--- config.mk ---
export PLATFORM = sky130hd
export DESIGN_NAME = pbc_port
export DESIGN_NICKNAME = d
export VERILOG_FILES = /design/src/pkg/pbc_pkg.sv /design/src/design/pbc_pin_decode.sv /design/src/design/pbc_port.sv
export VERILOG_INCLUDE_DIRS = /design/src /design/src/pkg
export SDC_FILE = /design/constraint.sdc
export NUM_CORES = 1
export LEC_CHECK = 0
export BUFFER_PORTS_ARGS = -buffer_cell sky130_fd_sc_hd__buf_4
export CAP_MARGIN = 30
export CORE_MARGIN = 10
export CORE_UTILIZATION = 60
export CTS_BUF_LIST = sky130_fd_sc_hd__clkbuf_8
export CTS_CLUSTER_SIZE = 40
export DETAILED_ROUTE_END_ITERATION = 16
export GPL_ROUTABILITY_DRIVEN = 1
export PLACE_DENSITY = 0.93
export SLEW_MARGIN = 20
export SYNTH_ARGS = -nofsm -noshare
export SYNTH_HDL_FRONTEND = slang
export SYNTH_SLANG_ARGS = --single-unit
--- constraint.sdc ---
create_clock -name i_clk -period 1.9 [get_ports i_clk]
set_input_delay 0.095 -clock i_clk [delete_from_list [all_inputs] [get_ports i_clk]]
set_output_delay 0.095 -clock i_clk [all_outputs]
set_load 0.005 [all_outputs]
--- src/pkg/pbc_defs.svh ---
/*
  offsets, width, reset values and codes of the port bit configuration block.
  assumes inclusion by bare name from the package and the design files.
*/
`ifndef PBC_DEFS_SVH
`define PBC_DEFS_SVH
`define PBC_WIDTH 8
`define PBC_OFS_DATA 2'h0
`define PBC_OFS_CFG_LOW 2'h1
`define PBC_OFS_CFG_MID 2'h2
`define PBC_OFS_CFG_HIGH 2'h3
`define PBC_RST_DATA 8'hff
`define PBC_RST_CFG 8'h00
`define PBC_CODE_BID_WP 3'h0
`define PBC_CODE_BID_OD 3'h4
`define PBC_CODE_OUT_PP 3'h2
`define PBC_CODE_OUT_OD 3'h6
`define PBC_CODE_IN_CMOS 3'h1
`define PBC_CODE_IN_TTL 3'h5
`define PBC_CODE_AF_PP 3'h3
`define PBC_CODE_AF_OD 3'h7
`endif

--- src/pkg/pbc_pkg.sv ---
/*
  types of the port bit configuration block.
  assumes pbc_defs.svh on the include path.
*/
`include "pbc_defs.svh"
package pbc_pkg;
  typedef enum logic [2:0] {
    PBC_MODE_BID,
    PBC_MODE_OUT,
    PBC_MODE_IN,
    PBC_MODE_PERIPHERAL_OUTPUT_MODE,
    PBC_MODE_PERIPHERAL_INPUT_MODE
  } pbc_mode_t;

  // decoded per-pin attributes
  typedef struct packed {
    pbc_mode_t mode;
    logic drv_en;
    logic open_drain;
    logic weak_pu;
    logic cmos_in;
    logic schmitt;
    logic analog;
  } pbc_pin_cfg_t;

  // register access from the core
  typedef struct packed {
    logic wr;
    logic rd;
    logic [1:0] addr;
    logic [7:0] wdata;
  } pbc_reg_req_t;
endpackage : pbc_pkg

--- src/design/pbc_pin_decode.sv ---
/*
  decodes the three control bits of one pin into drive and input attributes.
  assumes hardware straps are constants per pin.
*/
`timescale 1ns/1ps
`include "pbc_defs.svh"
module pbc_pin_decode
  import pbc_pkg::*;
#(
  parameter bit HAS_PULLUP = 1'b1,
  parameter bit HAS_SCHMITT = 1'b0,
  parameter bit IS_ANALOG = 1'b0
) (
  input wire logic [2:0] i_code,
  output pbc_pin_cfg_t o_cfg
);
  always_comb begin
    o_cfg = '0;
    o_cfg.schmitt = HAS_SCHMITT;
    o_cfg.cmos_in = (i_code == `PBC_CODE_IN_CMOS) && !HAS_SCHMITT;
    case (i_code)
      `PBC_CODE_BID_WP: begin
        o_cfg.mode = PBC_MODE_BID;
        o_cfg.drv_en = 1'b1;
        o_cfg.open_drain = 1'b1;
        o_cfg.weak_pu = HAS_PULLUP;
      end
      `PBC_CODE_BID_OD: begin
        o_cfg.mode = PBC_MODE_BID;
        o_cfg.drv_en = 1'b1;
        o_cfg.open_drain = 1'b1;
      end
      `PBC_CODE_OUT_PP: begin
        o_cfg.mode = PBC_MODE_OUT;
        o_cfg.drv_en = 1'b1;
      end
      `PBC_CODE_OUT_OD: begin
        o_cfg.mode = PBC_MODE_OUT;
        o_cfg.drv_en = 1'b1;
        o_cfg.open_drain = 1'b1;
      end
      `PBC_CODE_AF_PP: begin
        o_cfg.mode = PBC_MODE_PERIPHERAL_OUTPUT_MODE;
        o_cfg.drv_en = 1'b1;
      end
      `PBC_CODE_AF_OD: begin
        if (IS_ANALOG) begin
          o_cfg.mode = PBC_MODE_PERIPHERAL_INPUT_MODE;
          o_cfg.analog = 1'b1;
        end else begin
          o_cfg.mode = PBC_MODE_PERIPHERAL_OUTPUT_MODE;
          o_cfg.drv_en = 1'b1;
          o_cfg.open_drain = 1'b1;
        end
      end
      default: begin
        o_cfg.mode = PBC_MODE_IN;
      end
    endcase
  end
endmodule : pbc_pin_decode

--- src/design/pbc_port.sv ---
/*
  one 8-bit general purpose port: data and three control registers, latches,
  pad drive and peripheral routing.
  assumes the core gives one-cycle instruction start and end strobes and a
  register-file access port on the same clock; pads resolve the wire outside.
*/
`timescale 1ns/1ps
`include "pbc_defs.svh"
module pbc_port
  import pbc_pkg::*;
#(
  parameter int WIDTH = `PBC_WIDTH,
  parameter logic [WIDTH-1:0] PULLUP_MASK = '1,
  parameter logic [WIDTH-1:0] SCHMITT_MASK = '0,
  parameter logic [WIDTH-1:0] ANALOG_MASK = '0,
  parameter logic [WIDTH-1:0] AF_CONN_MASK = '0
) (
  input wire logic i_clk,
  input wire logic i_rst,
  input wire pbc_reg_req_t i_req,
  output logic [7:0] o_rdata,
  input wire logic i_instr_start,
  input wire logic i_instr_end,
  input wire logic [WIDTH-1:0] i_pad,
  output logic [WIDTH-1:0] o_pad_out,
  output logic [WIDTH-1:0] o_pad_oe,
  output logic [WIDTH-1:0] o_pad_pullup,
  output logic [WIDTH-1:0] o_pad_cmos,
  output logic [WIDTH-1:0] o_pad_analog,
  input wire logic [WIDTH-1:0] i_peripheral_output_mode,
  output logic [WIDTH-1:0] o_peripheral_input_mode
);
  logic [WIDTH-1:0] cfg_high_r, cfg_high_nxt;
  logic [WIDTH-1:0] cfg_mid_r, cfg_mid_nxt;
  logic [WIDTH-1:0] cfg_low_r, cfg_low_nxt;
  logic [WIDTH-1:0] master_r, master_nxt;
  logic [WIDTH-1:0] slave_r, slave_nxt;
  logic [WIDTH-1:0] in_latch_r, in_latch_nxt;
  logic [WIDTH-1:0] pad_s1_r, pad_s2_r, pad_s3_r, pad_q_r, pad_q_nxt;
  logic [7:0] rdata_r, rdata_nxt;
  pbc_pin_cfg_t pin_cfg [WIDTH];

  // three-stage pin synchroniser; level taken once stages two and three agree
  always_ff @(posedge i_clk) begin
    if (i_rst) begin
      pad_s1_r <= '0;
      pad_s2_r <= '0;
      pad_s3_r <= '0;
      pad_q_r <= '0;
    end else begin
      pad_s1_r <= i_pad;
      pad_s2_r <= pad_s1_r;
      pad_s3_r <= pad_s2_r;
      pad_q_r <= pad_q_nxt;
    end
  end
  always_comb begin
    pad_q_nxt = pad_q_r;
    for (int k = 0; k < WIDTH; k++) begin
      if (pad_s2_r[k] == pad_s3_r[k]) begin
        pad_q_nxt[k] = pad_s3_r[k];
      end
    end
  end

  genvar g;
  generate
    for (g = 0; g < WIDTH; g++) begin : g_pin
      pbc_pin_decode #(
        .HAS_PULLUP(PULLUP_MASK[g]),
        .HAS_SCHMITT(SCHMITT_MASK[g]),
        .IS_ANALOG(ANALOG_MASK[g])
      ) u_dec (
        .i_code({cfg_high_r[g], cfg_mid_r[g], cfg_low_r[g]}),
        .o_cfg(pin_cfg[g])
      );

      always_comb begin
        o_pad_oe[g] = 1'b0;
        o_pad_out[g] = 1'b0;
        o_pad_pullup[g] = pin_cfg[g].weak_pu;
        o_pad_cmos[g] = pin_cfg[g].cmos_in;
        o_pad_analog[g] = pin_cfg[g].analog;
        if (pin_cfg[g].drv_en) begin
          // open-drain only pulls low; a high level floats or rides the pull-up
          if (pin_cfg[g].open_drain) begin
            o_pad_oe[g] = ~slave_r[g];
            o_pad_out[g] = 1'b0;
          end else begin
            o_pad_oe[g] = 1'b1;
            o_pad_out[g] = slave_r[g];
          end
        end
        // pin level goes to every peripheral input regardless of mode
        o_peripheral_input_mode[g] = pad_q_r[g];
      end
    end
  endgenerate

  always_comb begin
    cfg_high_nxt = cfg_high_r;
    cfg_mid_nxt = cfg_mid_r;
    cfg_low_nxt = cfg_low_r;
    master_nxt = master_r;
    slave_nxt = slave_r;
    in_latch_nxt = in_latch_r;
    rdata_nxt = rdata_r;
    if (i_req.wr) begin
      case (i_req.addr)
        `PBC_OFS_DATA: master_nxt = i_req.wdata[WIDTH-1:0];
        `PBC_OFS_CFG_LOW: cfg_low_nxt = i_req.wdata[WIDTH-1:0];
        `PBC_OFS_CFG_MID: cfg_mid_nxt = i_req.wdata[WIDTH-1:0];
        `PBC_OFS_CFG_HIGH: cfg_high_nxt = i_req.wdata[WIDTH-1:0];
        default: master_nxt = master_r;
      endcase
    end
    if (i_req.rd) begin
      case (i_req.addr)
        `PBC_OFS_DATA: rdata_nxt = 8'(in_latch_r);
        `PBC_OFS_CFG_LOW: rdata_nxt = 8'(cfg_low_r);
        `PBC_OFS_CFG_MID: rdata_nxt = 8'(cfg_mid_r);
        `PBC_OFS_CFG_HIGH: rdata_nxt = 8'(cfg_high_r);
        default: rdata_nxt = 8'h00;
      endcase
    end
    for (int k = 0; k < WIDTH; k++) begin
      case (pin_cfg[k].mode)
        PBC_MODE_OUT: begin
          if (i_instr_end) begin
            slave_nxt[k] = master_r[k];
            in_latch_nxt[k] = master_r[k];
          end
        end
        PBC_MODE_PERIPHERAL_OUTPUT_MODE: begin
          if (i_instr_start) begin
            in_latch_nxt[k] = pad_q_r[k];
          end
          // missing peripheral output reads as one: push-pull high, open-drain floats
          slave_nxt[k] = AF_CONN_MASK[k] ? i_peripheral_output_mode[k] : 1'b1;
        end
        PBC_MODE_PERIPHERAL_INPUT_MODE: begin
          if (i_instr_start) begin
            in_latch_nxt[k] = pad_q_r[k];
          end
          slave_nxt[k] = 1'b1;
        end
        default: begin
          // bidirectional and input: sample at start, transfer at end
          if (i_instr_start) begin
            in_latch_nxt[k] = pad_q_r[k];
          end
          if (i_instr_end) begin
            slave_nxt[k] = master_r[k];
          end
        end
      endcase
    end
  end

  always_ff @(posedge i_clk) begin
    if (i_rst) begin
      cfg_high_r <= WIDTH'(`PBC_RST_CFG);
      cfg_mid_r <= WIDTH'(`PBC_RST_CFG);
      cfg_low_r <= WIDTH'(`PBC_RST_CFG);
      master_r <= WIDTH'(`PBC_RST_DATA);
      slave_r <= WIDTH'(`PBC_RST_DATA);
      in_latch_r <= WIDTH'(`PBC_RST_DATA);
      rdata_r <= '0;
    end else begin
      cfg_high_r <= cfg_high_nxt;
      cfg_mid_r <= cfg_mid_nxt;
      cfg_low_r <= cfg_low_nxt;
      master_r <= master_nxt;
      slave_r <= slave_nxt;
      in_latch_r <= in_latch_nxt;
      rdata_r <= rdata_nxt;
    end
  end

  assign o_rdata = rdata_r;

  AST_OUT_END_COPY: assert property (@(posedge i_clk) disable iff (i_rst)
    (pin_cfg[0].mode == PBC_MODE_OUT && i_instr_end) |=> (slave_r[0] == $past(master_r[0]) &&
      in_latch_r[0] == $past(master_r[0])))
    else $error("output mode end copy wrong");
  AST_BID_START_SAMPLE: assert property (@(posedge i_clk) disable iff (i_rst)
    (pin_cfg[0].mode == PBC_MODE_BID && i_instr_start) |=> in_latch_r[0] == $past(pad_q_r[0]))
    else $error("bidirectional sample wrong");
  AST_IN_TRISTATE: assert property (@(posedge i_clk) disable iff (i_rst)
    (pin_cfg[1].mode == PBC_MODE_IN) |-> !o_pad_oe[1])
    else $error("input mode drives pin");
  AST_PP_DRIVE: assert property (@(posedge i_clk) disable iff (i_rst)
    ({cfg_high_r[2], cfg_mid_r[2], cfg_low_r[2]} == `PBC_CODE_OUT_PP) |-> (o_pad_oe[2] && o_pad_out[2] == slave_r[2]))
    else $error("push-pull not driving");
  AST_OD_NO_HIGH: assert property (@(posedge i_clk) disable iff (i_rst)
    pin_cfg[3].open_drain |-> !(o_pad_oe[3] && o_pad_out[3]))
    else $error("open-drain drove high");
  AST_CMOS_SEL: assert property (@(posedge i_clk) disable iff (i_rst)
    o_pad_cmos[4] |-> ({cfg_high_r[4], cfg_mid_r[4], cfg_low_r[4]} == `PBC_CODE_IN_CMOS))
    else $error("cmos on wrong code");
  AST_AF_FOLLOW: assert property (@(posedge i_clk) disable iff (i_rst)
    (pin_cfg[5].mode == PBC_MODE_PERIPHERAL_OUTPUT_MODE && $stable(pin_cfg[5].mode)) |=>
      slave_r[5] == (AF_CONN_MASK[5] ? $past(i_peripheral_output_mode[5]) : 1'b1))
    else $error("peripheral output not followed");
  AST_READ_INLATCH: assert property (@(posedge i_clk) disable iff (i_rst)
    (i_req.rd && i_req.addr == `PBC_OFS_DATA) |=> o_rdata == 8'($past(in_latch_r)))
    else $error("port read wrong");
  AST_WRITE_MASTER: assert property (@(posedge i_clk) disable iff (i_rst)
    (i_req.wr && i_req.addr == `PBC_OFS_DATA) |=> master_r == $past(i_req.wdata[WIDTH-1:0]))
    else $error("port write lost");
  AST_PERIPHERAL_INPUT_MODE_ROUTE: assert property (@(posedge i_clk) disable iff (i_rst)
    (pad_s2_r == pad_s3_r) |=> o_peripheral_input_mode == $past(pad_s3_r))
    else $error("peripheral input not routed");
  AST_RESET_STATE: assert property (@(posedge i_clk)
    ($past(i_rst) && !i_rst) |-> (master_r == '1 && cfg_low_r == '0 && cfg_mid_r == '0 && cfg_high_r == '0))
    else $error("reset state wrong");
  // analog pass-through must never meet an enabled driver
  AST_ANALOG_OFF: assert property (@(posedge i_clk) disable iff (i_rst)
    (o_pad_analog & o_pad_oe) == '0)
    else $error("analog pin driven");

  COV_OUT: cover property (@(posedge i_clk) pin_cfg[0].mode == PBC_MODE_OUT && i_instr_end);
  COV_BID: cover property (@(posedge i_clk) pin_cfg[0].mode == PBC_MODE_BID && i_instr_start);
  COV_AF: cover property (@(posedge i_clk) pin_cfg[5].mode == PBC_MODE_PERIPHERAL_OUTPUT_MODE);
  COV_RD: cover property (@(posedge i_clk) i_req.rd && i_req.addr == `PBC_OFS_DATA);
endmodule : pbc_port

==> results of run 1 <==
-- through the flow --
step | std cells | hold WS [ns]
after floorplan | 394 | 0.213
after global placement | 516 | 0.307
after detailed placement | 516 | 0.315
after CTS | 548 | 0.114
after global routing | 548 | 0.135
final | 548 | 0.126
-- power by group through the flow --
stage	clock network [W]	logic [W]	registers (W)
6_report	0.00156	0.000461	0.00199
5_1_grt	0.00163	0.000507	0.00200
4_1_cts	0.00156	0.000461	0.00199
3_5_place_dp	0	0.000431	0.00203
3_3_place_gp	0	0.000414	0.00202
2_1_floorplan	0	0.000278	0.00201
-- cell type report --
type | count | area, um^2 | share of cell area [%]
Clock buffer | 9 | 124 | 2.66
Clock inverter | 7 | 120 | 2.58
Inverter | 14 | 52.6 | 1.13
Sequential cell | 88 | 1760 | 37.8
Multi-Input combinational cell | 265 | 1770 | 38.1
Tap cell | 75 | 93.8 | 2.02
Timing Repair Buffer | 90 | 728 | 15.6
-- routing by layer --
layer  vias up  share of wire, %  GRT usage (%)
met4         0               1.9           8.82
met5         -                 0              0
li1       1450                 -              -
met1      1430                40           20.6
met2        89                50           30.6
met3        15               8.3           5.94
-- logic make-up after synthesis --
kind of cell	share of synthesized area, %
flops	47.2
buf+inv	5.87
simple gates	20.9
compound gates	9.33
mux	16.6
other cells	0.101
-- cells in the mapped netlist, drive strengths merged --
library cell | instances | area (um^2)
dfxtp | 88 | 1760
nor2 | 48 | 180
nor2b | 48 | 300
mux2i | 40 | 400
a21oi | 24 | 120
nand2 | 21 | 78.8
buf | 17 | 129
a211o | 16 | 140
inv | 14 | 52.6
o21ai | 13 | 65.1
clkbuf | 10 | 37.5
nor3b | 9 | 78.8
mux4 | 8 | 184
nand2b | 8 | 50.1
nor3 | 8 | 40.0
nand3 | 6 | 35.0
mux2 | 3 | 33.8
o211ai | 3 | 22.5
nand3b | 2 | 15.0
conb | 1 | 3.75
-- worst max-delay path: stages (launching register included) --
cell and delay (ns):
dfxtp_1 0.45, nand2b_1 0.11, a21oi_1 0.24, buf_4 0.16
-- worst max-delay path by stage --
stage	from	slack [ns]	cells past startpoint	to
global route	cfg_mid_r[4]	0.42	3	o_pad_oe[4]
detailed placement	i_req[9]	0.50	4	master_r[3]
floorplan	cfg_mid_r[0]	0.78	3	o_rdata[0]
CTS	cfg_mid_r[1]	0.50	3	o_pad_oe[1]
global placement	i_req[8]	0.57	4	cfg_mid_r[6]
finish	cfg_mid_r[1]	0.49	3	o_pad_oe[1]
==> reports/qor.txt, run 1 <==
outcome: finished clean
Starting DRT DRC Count: 172
initial antenna violation count: 0
Max Clock Skew: 0.00609 ns
sequential area share after synthesis: 47.2%
Mapped Avg Cell Area: 9.63 um^2
maximum vdd drop: 792 uV
Slew headroom: 54.8%
CTS tree: built
period utilization: 74.4%
Die ar.: 9770 um^2
Power Total: 0.00401 W
Routed Wire Length: 9.09 mm
cts hold-fix bufs: 16
maximum capacitance violations: 0
CP Launch Type: flip-flop
FF+latch count, synth: 88
commonest non-fill, non-tap cell in the layout: dfxtp_1
Reg2Reg Depth: 3
crit path kind: reg -> out
Pleak: 2.21 nW
crit path max fanout: 8
DRC errors left: 0
Synth cell types: 25
Area Growth Syn to Fin: 24.8%
HPWL after DPL: 6.11 mm
Avg WL per Cell: 16.6 um
clock share of power: 38.9%
Crit Reg-Reg Startpoint: cfg_mid_r[0]
GRT Util Overall: 18.3%
post-route ant nets: 0
clock latency on the worst-skew pair: 0.37 ns
H-tree Lvls: 3
sequential power share: 49.6%
share of cells above drive strength 1: 21.6%
Sw Ratio: 23.9%
Psw: 0.000957 W
RSZ-0062 raised after global routing: no
Final WS setup: 0.486 ns
actual slew at the worst max-slew pin: 0.676 ns
Hold Startpoint: i_rst
Initial Utilization: 62.2%
fillers: 414
min Tclk post-route: 1.41 ns
global route overflow: 0
Root Buffer: clkbuf_8
most frequent cells in the layout: 88 x dfxtp_1, 73 x buf_4, 48 x nor2b_1, 48 x nor2_1, 40 x mux2i_1
hold path cells: 2
die height: 98.8 um
Syn Inst Count: 387
FP Rows: 28
Peak Freq: 707 MHz
design area: 4650 um^2
Post-CTS Setup Repair Bufs: 0
DP Area: 4250 um^2
Placer Congestion: 0.803
number of I/O pins: 88
vias in the first global route: 3015
Clock Sinks: 88
DR vias/cell: 5.45
Setup TNS: 0 ns
reg2reg setup slack: 0.69 ns
Yosys Warn Count: 0
largest net degree at the start of global routing: 54
Hold Path Sink: cfg_mid_r[4]
die width: 98.8 um
Crit path required time: 1.80 ns
routed vias: 2984
synthesized area: 3730 um^2
Num CTS Buffers: 9
Comb power frac: 11.5%
crit end category: primary output
Reg clk slew, reported paths: 0.09 ns
Slew Limit Fails: 0
cell area power density: 861 nW/um^2
Worst EP arrival: 1.32 ns
Hold Vio Cnt, Final: 0
ANT cells: 0
Post-CTS Resized: 0
RR Endpoint: o_rdata[0]
first-pass GRT wire length: 14.6 mm
post-layout util: 77.7%
Max clock buf depth: 2
Setup-failing EPs final: 0
Nets: 500
worst hold-check path type: in -> reg
drt first pass iters: 4
post-place setup slack: 0.504 ns
Placeable Area: 5990 um^2
IO Port Bufs: 71
P_int: 0.00305 W
(Power assumes the default switching activity.)
==> inputs of run 2 (changes only) <==
--- a/config.mk
+++ b/config.mk
@@ -9,12 +9,12 @@
 export BUFFER_PORTS_ARGS = -buffer_cell sky130_fd_sc_hd__buf_4
 export CAP_MARGIN = 30
 export CORE_MARGIN = 10
-export CORE_UTILIZATION = 60
+export CORE_UTILIZATION = 50
 export CTS_BUF_LIST = sky130_fd_sc_hd__clkbuf_8
 export CTS_CLUSTER_SIZE = 40
 export DETAILED_ROUTE_END_ITERATION = 16
 export GPL_ROUTABILITY_DRIVEN = 1
-export PLACE_DENSITY = 0.93
+export PLACE_DENSITY = 0.83
 export SLEW_MARGIN = 20
 export SYNTH_ARGS = -nofsm -noshare
 export SYNTH_HDL_FRONTEND = slang
==> constraint.sdc (replaced) <==
create_clock -name i_clk -period 1.19 [get_ports i_clk]
set_input_delay 0.0595 -clock i_clk [delete_from_list [all_inputs] [get_ports i_clk]]
set_output_delay 0.0595 -clock i_clk [all_outputs]
set_load 0.005 [all_outputs]
==> run 2 against run 1 <==
  * The flow now finishes with violations (setup timing)
  * Largest cell class unchanged
  * Worst hold slack lost 0.064 ns
  * Largest power group unchanged
  * Clock skew is essentially flat
  * Critical path depth grew 1
  * Sequential power grew 59%
  * First-iteration DRC count fell by 42%
  * Flip-flop and latch count unchanged
  * Utilization fell by 3.9 points
  * Via count up 6.7%
  * Total power is 60% higher
  * Wire length is 9.1% higher
==> reports/qor.txt, run 2 (synthesis results as in run 1) <==
Slew Limit Fails: 0
Nets: 537
drt first pass iters: 4
clock latency on the worst-skew pair: 0.36 ns
cell area power density: 1200 nW/um^2
initial antenna violation count: 0
Worst path top cell family by delay: multiplexers
IO Port Bufs: 71
Num CTS Buffers: 9
Worst EP arrival: 1.49 ns
hold path cells: 2
met3 usage: 6.76%
CP Launch Type: flip-flop
Crit path required time: 1.44 ns
crit end category: flip-flop
crit path max fanout: 4
Starting DRT DRC Count: 99
FP Rows: 31
Max clock buf depth: 2
Avg WL per Cell: 16.3 um
Routed Wire Length: 9.92 mm
die width: 106 um
GRT Util Overall: 16.9%
Hold Startpoint: i_rst
Placeable Area: 7250 um^2
Initial Utilization: 51.4%
H-tree Lvls: 3
share of cells above drive strength 1: 41.8%
post-route ant nets: 0
ANT cells: 0
Hold Vio Cnt, Final: 0
slowest stage cell, crit path: mux4_2
Final WS setup: -0.0456 ns
CTS tree: built
Reg clk slew, reported paths: 0.09 ns
largest net degree at the start of global routing: 36
Die ar.: 11300 um^2
HPWL after DPL: 6.35 mm
number of I/O pins: 88
DRC errors left: 0
Power Total: 0.00641 W
CP bufs+invs: 1
routed vias: 3183
Peak Freq: 809 MHz
period utilization: 104%
RR Endpoint: o_rdata[1]
worst hold-check path type: in -> reg
Placer Congestion: 0.885
first-pass GRT wire length: 15.4 mm
Reg2Reg Depth: 4
reg2reg setup slack: -0.05 ns
vias in the first global route: 3133
Clock Sinks: 88
maximum capacitance violations: 0
post-layout util: 73.8%
commonest non-fill, non-tap cell in the layout: buf_4
Root Buffer: clkbuf_8
Setup-failing EPs final: 19
Max Clock Skew: 0.00638 ns
outcome: finished, violations left
RSZ-0062 raised after global routing: yes
crit-path max cell delay: 0.45 ns
global route overflow: 0
grt met1 use: 18.6%
cell breakdown of the critical path: buf_6, mux4_2, mux2i_1, nor2_1
min Tclk post-route: 1.24 ns
crit path kind: reg -> reg
die height: 106 um
most frequent cells in the layout: 90 x buf_4, 63 x dfxtp_1, 42 x nor2_1
Area Growth Syn to Fin: 43.6%
most used routing layer: met2
Hold Path Sink: o_rdata[7]
Crit Reg-Reg Startpoint: cfg_mid_r[1]
Pleak: 2.49 nW
M2 GR Usage: 29.1%
maximum vdd drop: 849 uV
failing checks: setup timing
DR vias/cell: 5.23
run 2: area by class of cell:
class / count / area [um^2]
Timing Repair Buffer: 127 / 1090
Fill cell: 490 / 1900
Multi-Input combinational cell: 265 / 2060
Sequential cell: 88 / 1800
Clock buffer: 10 / 138
Clock inverter: 6 / 91.3
Tap cell: 99 / 124
Inverter: 14 / 52.6
run 2: power by group:
| group | switching [W] | internal, W | leakage, nW |
|---|---|---|---|
| combinational | 0.000405 | 0.000516 | 1.64 |
| sequential | 0.0000984 | 0.00307 | 0.733 |
| clock | 0.00107 | 0.00125 | 0.117 |
| total | 0.00158 | 0.00484 | 2.49 |
run 2: how the worst max path moves through the flow:
stage / end / from / slack [ns] / depth (start not counted)
after floorplan: o_rdata[0] / cfg_mid_r[0] / 0.07 / 3
after global placement: o_rdata[0] / i_req[8] / 0.03 / 4
after detailed placement: o_rdata[0] / i_req[8] / -0.04 / 4
after CTS: o_pad_oe[1] / cfg_low_r[1] / -0.04 / 4
after global routing: o_pad_oe[4] / cfg_low_r[4] / -0.11 / 4
final: o_rdata[1] / cfg_mid_r[1] / -0.05 / 4
run 2: metal layers:
metal  routed length [um]  vias to the layer above
met3                  692                       13
met4                  171                        0
met5                    0                        -
met2                 5040                      102
li1                     -                     1536
met1                 4020                     1532
run 2: stage by stage:
stage	worst slack [ns]	instances	instance area (um^2)	TNS [ns]	hold WS, ns
detailed placement	-0.0423	564	4470	-0.0423	0.274
CTS	-0.0442	606	5160	-0.281	0.0589
floorplan	0.0729	394	3750	0	0.177
finish	-0.0456	609	5350	-0.353	0.0627
global route	-0.106	609	5350	-2.01	0.0412
global placement	0.0305	564	4470	0	0.268
run 2: repair_timing:
action,CTS,global route
pin swaps,13,13
endpoints found under the setup margin,33,43
hold buffers,16,0
endpoints found under the hold margin,38,0
gates resized for setup,66,44
buffers inserted,14,3
==> inputs of run 3 (changes only) <==
--- a/config.mk
+++ b/config.mk
@@ -15,6 +15,7 @@
 export DETAILED_ROUTE_END_ITERATION = 16
 export GPL_ROUTABILITY_DRIVEN = 1
 export PLACE_DENSITY = 0.83
+export REMOVE_ABC_BUFFERS = 1
 export SLEW_MARGIN = 20
 export SYNTH_ARGS = -nofsm -noshare
 export SYNTH_HDL_FRONTEND = slang
==> run 3 against run 2 <==
  * The run still ends with setup timing left
  * Flip-flop and latch count stayed put
  * Fmax down 0.68%
  * Via count is 2.1% lower
  * Sequential share of layout area increased by 0.080 points
  * Final area shrank 0.58%
  * Wire length fell by 3.0%
  * Largest power group unchanged
  * Total power is 2.2% lower
  * Die area unchanged
  * Sequential power is essentially flat
  * Largest cell class unchanged
  * Clock power decreased by 6%
  * Worst hold slack got worse by 0.0019 ns
==> reports/qor.txt, run 3 (synthesis results as in run 1) <==
Setup-failing EPs final: 13
share of cells above drive strength 1: 40.4%
global route overflow: 0
most frequent cells in the layout: 86 x buf_4, 64 x dfxtp_1, 42 x nor2_1
crit end category: primary output
ANT cells: 0
slowest stage cell, crit path: dfxtp_2
min Tclk post-route: 1.24 ns
Nets: 537
initial antenna violation count: 0
Num CTS Buffers: 9
cell area power density: 1180 nW/um^2
crit path kind: reg -> out
largest net degree at the start of global routing: 46
Worst EP arrival: 1.18 ns
Routed Wire Length: 9.62 mm
Slew Limit Fails: 0
crit-path max cell delay: 0.35 ns
fillers: 503
first-pass GRT wire length: 15.4 mm
outcome: finished, violations left
Pleak: 2.49 nW
GRT Util Overall: 16.5%
Routed met1 length: 4.04 mm
commonest non-fill, non-tap cell in the layout: buf_4
clock latency on the worst-skew pair: 0.35 ns
IO Port Bufs: 71
final hold slack: 0.0608 ns
maximum capacitance violations: 0
crit path max fanout: 6
post-route ant nets: 0
Peak Freq: 804 MHz
Final WS setup: -0.0540 ns
worst hold-check path type: in -> reg
Hold Vio Cnt, Final: 0
Worst path top cell family by delay: flip-flops
maximum vdd drop: 817 uV
Max clock buf depth: 2
DR vias/cell: 5.13
design area: 5320 um^2
Max Clock Skew: 0.00691 ns
DR WL met2: 4.82 mm
die height: 106 um
Die ar.: 11300 um^2
CP bufs+invs: 2
die width: 106 um
drt first pass iters: 4
H-tree Lvls: 3
cell breakdown of the critical path: buf_6, nand2b_4, a21oi_2, buf_4
Reg clk slew, reported paths: 0.08 ns
failing checks: setup timing
Starting DRT DRC Count: 79
post-place setup slack: -0.0376 ns
Initial Utilization: 51.4%
Avg WL per Cell: 15.9 um
Root Buffer: clkbuf_8
CP Launch Type: flip-flop
met3 routed WL: 641 um
CTS tree: built
Clock Sinks: 88
FP Rows: 31
vias in the first global route: 3198
HPWL after DPL: 6.30 mm
Crit path required time: 1.13 ns
DP Area: 4500 um^2
Placer Congestion: 0.819
period utilization: 105%
DRC errors left: 0
Placeable Area: 7250 um^2
Area Growth Syn to Fin: 42.8%
max layer used: met4
routed vias: 3115
RSZ-0062 raised after global routing: yes
number of I/O pins: 88
## run 3: stage by stage
step                util (%)  setup TNS (ns)  std cells  power [W]
finish                  73.4          -0.404        607    0.00627
global route            73.4           -1.74        607    0.00653
CTS                     70.8          -0.308        605    0.00624
detailed placement      62.0         -0.0376        567    0.00398
global placement        62.0               0        567    0.00395
floorplan                  -               0        367    0.00355
## run 3: timing repair
item                                    4_1_cts  5_1_grt
buffers inserted                              9        2
hold buffers                                 17        0
endpoints found under the setup margin       31       40
gates resized for setup                      59       44
hold endpoints to repair                     42        0
pin swaps                                    12       11
## run 3: worst paths after layout
kind | startpoint | to | slack [ns] | cells past startpoint
worst max-delay path | cfg_mid_r[4] | o_pad_oe[4] | -0.05 | 4
worst min-delay path | i_instr_end | slave_r[5] | 0.06 | 2
worst max register to register | cfg_mid_r[1] | o_rdata[1] | -0.05 | 4
worst min register to register | pad_s1_r[7] | pad_s2_r[7] | 0.43 | 1
## run 3: report_power, final
group / internal, W / leakage (nW) / switching [W]
sequential: 0.00307 / 0.733 / 0.0000953
clock: 0.00121 / 0.108 / 0.000979
combinational: 0.000514 / 1.65 / 0.000399
## run 3: layout make-up
cell class	instances	area (um^2)	area share, %
Clock buffer	10	138	2.59
Clock inverter	4	70.1	1.32
Inverter	14	52.6	0.987
Multi-Input combinational cell	265	2040	38.3
Sequential cell	88	1800	33.8
Tap cell	99	124	2.33
Timing Repair Buffer	127	1100	20.7
## run 3: layer usage
layer | vias up | GRT usage, %
li1 | 1535 | -
met5 | - | 0
met4 | 0 | 4.74
met3 | 11 | 6.04
met1 | 1489 | 18.9
met2 | 80 | 28.2
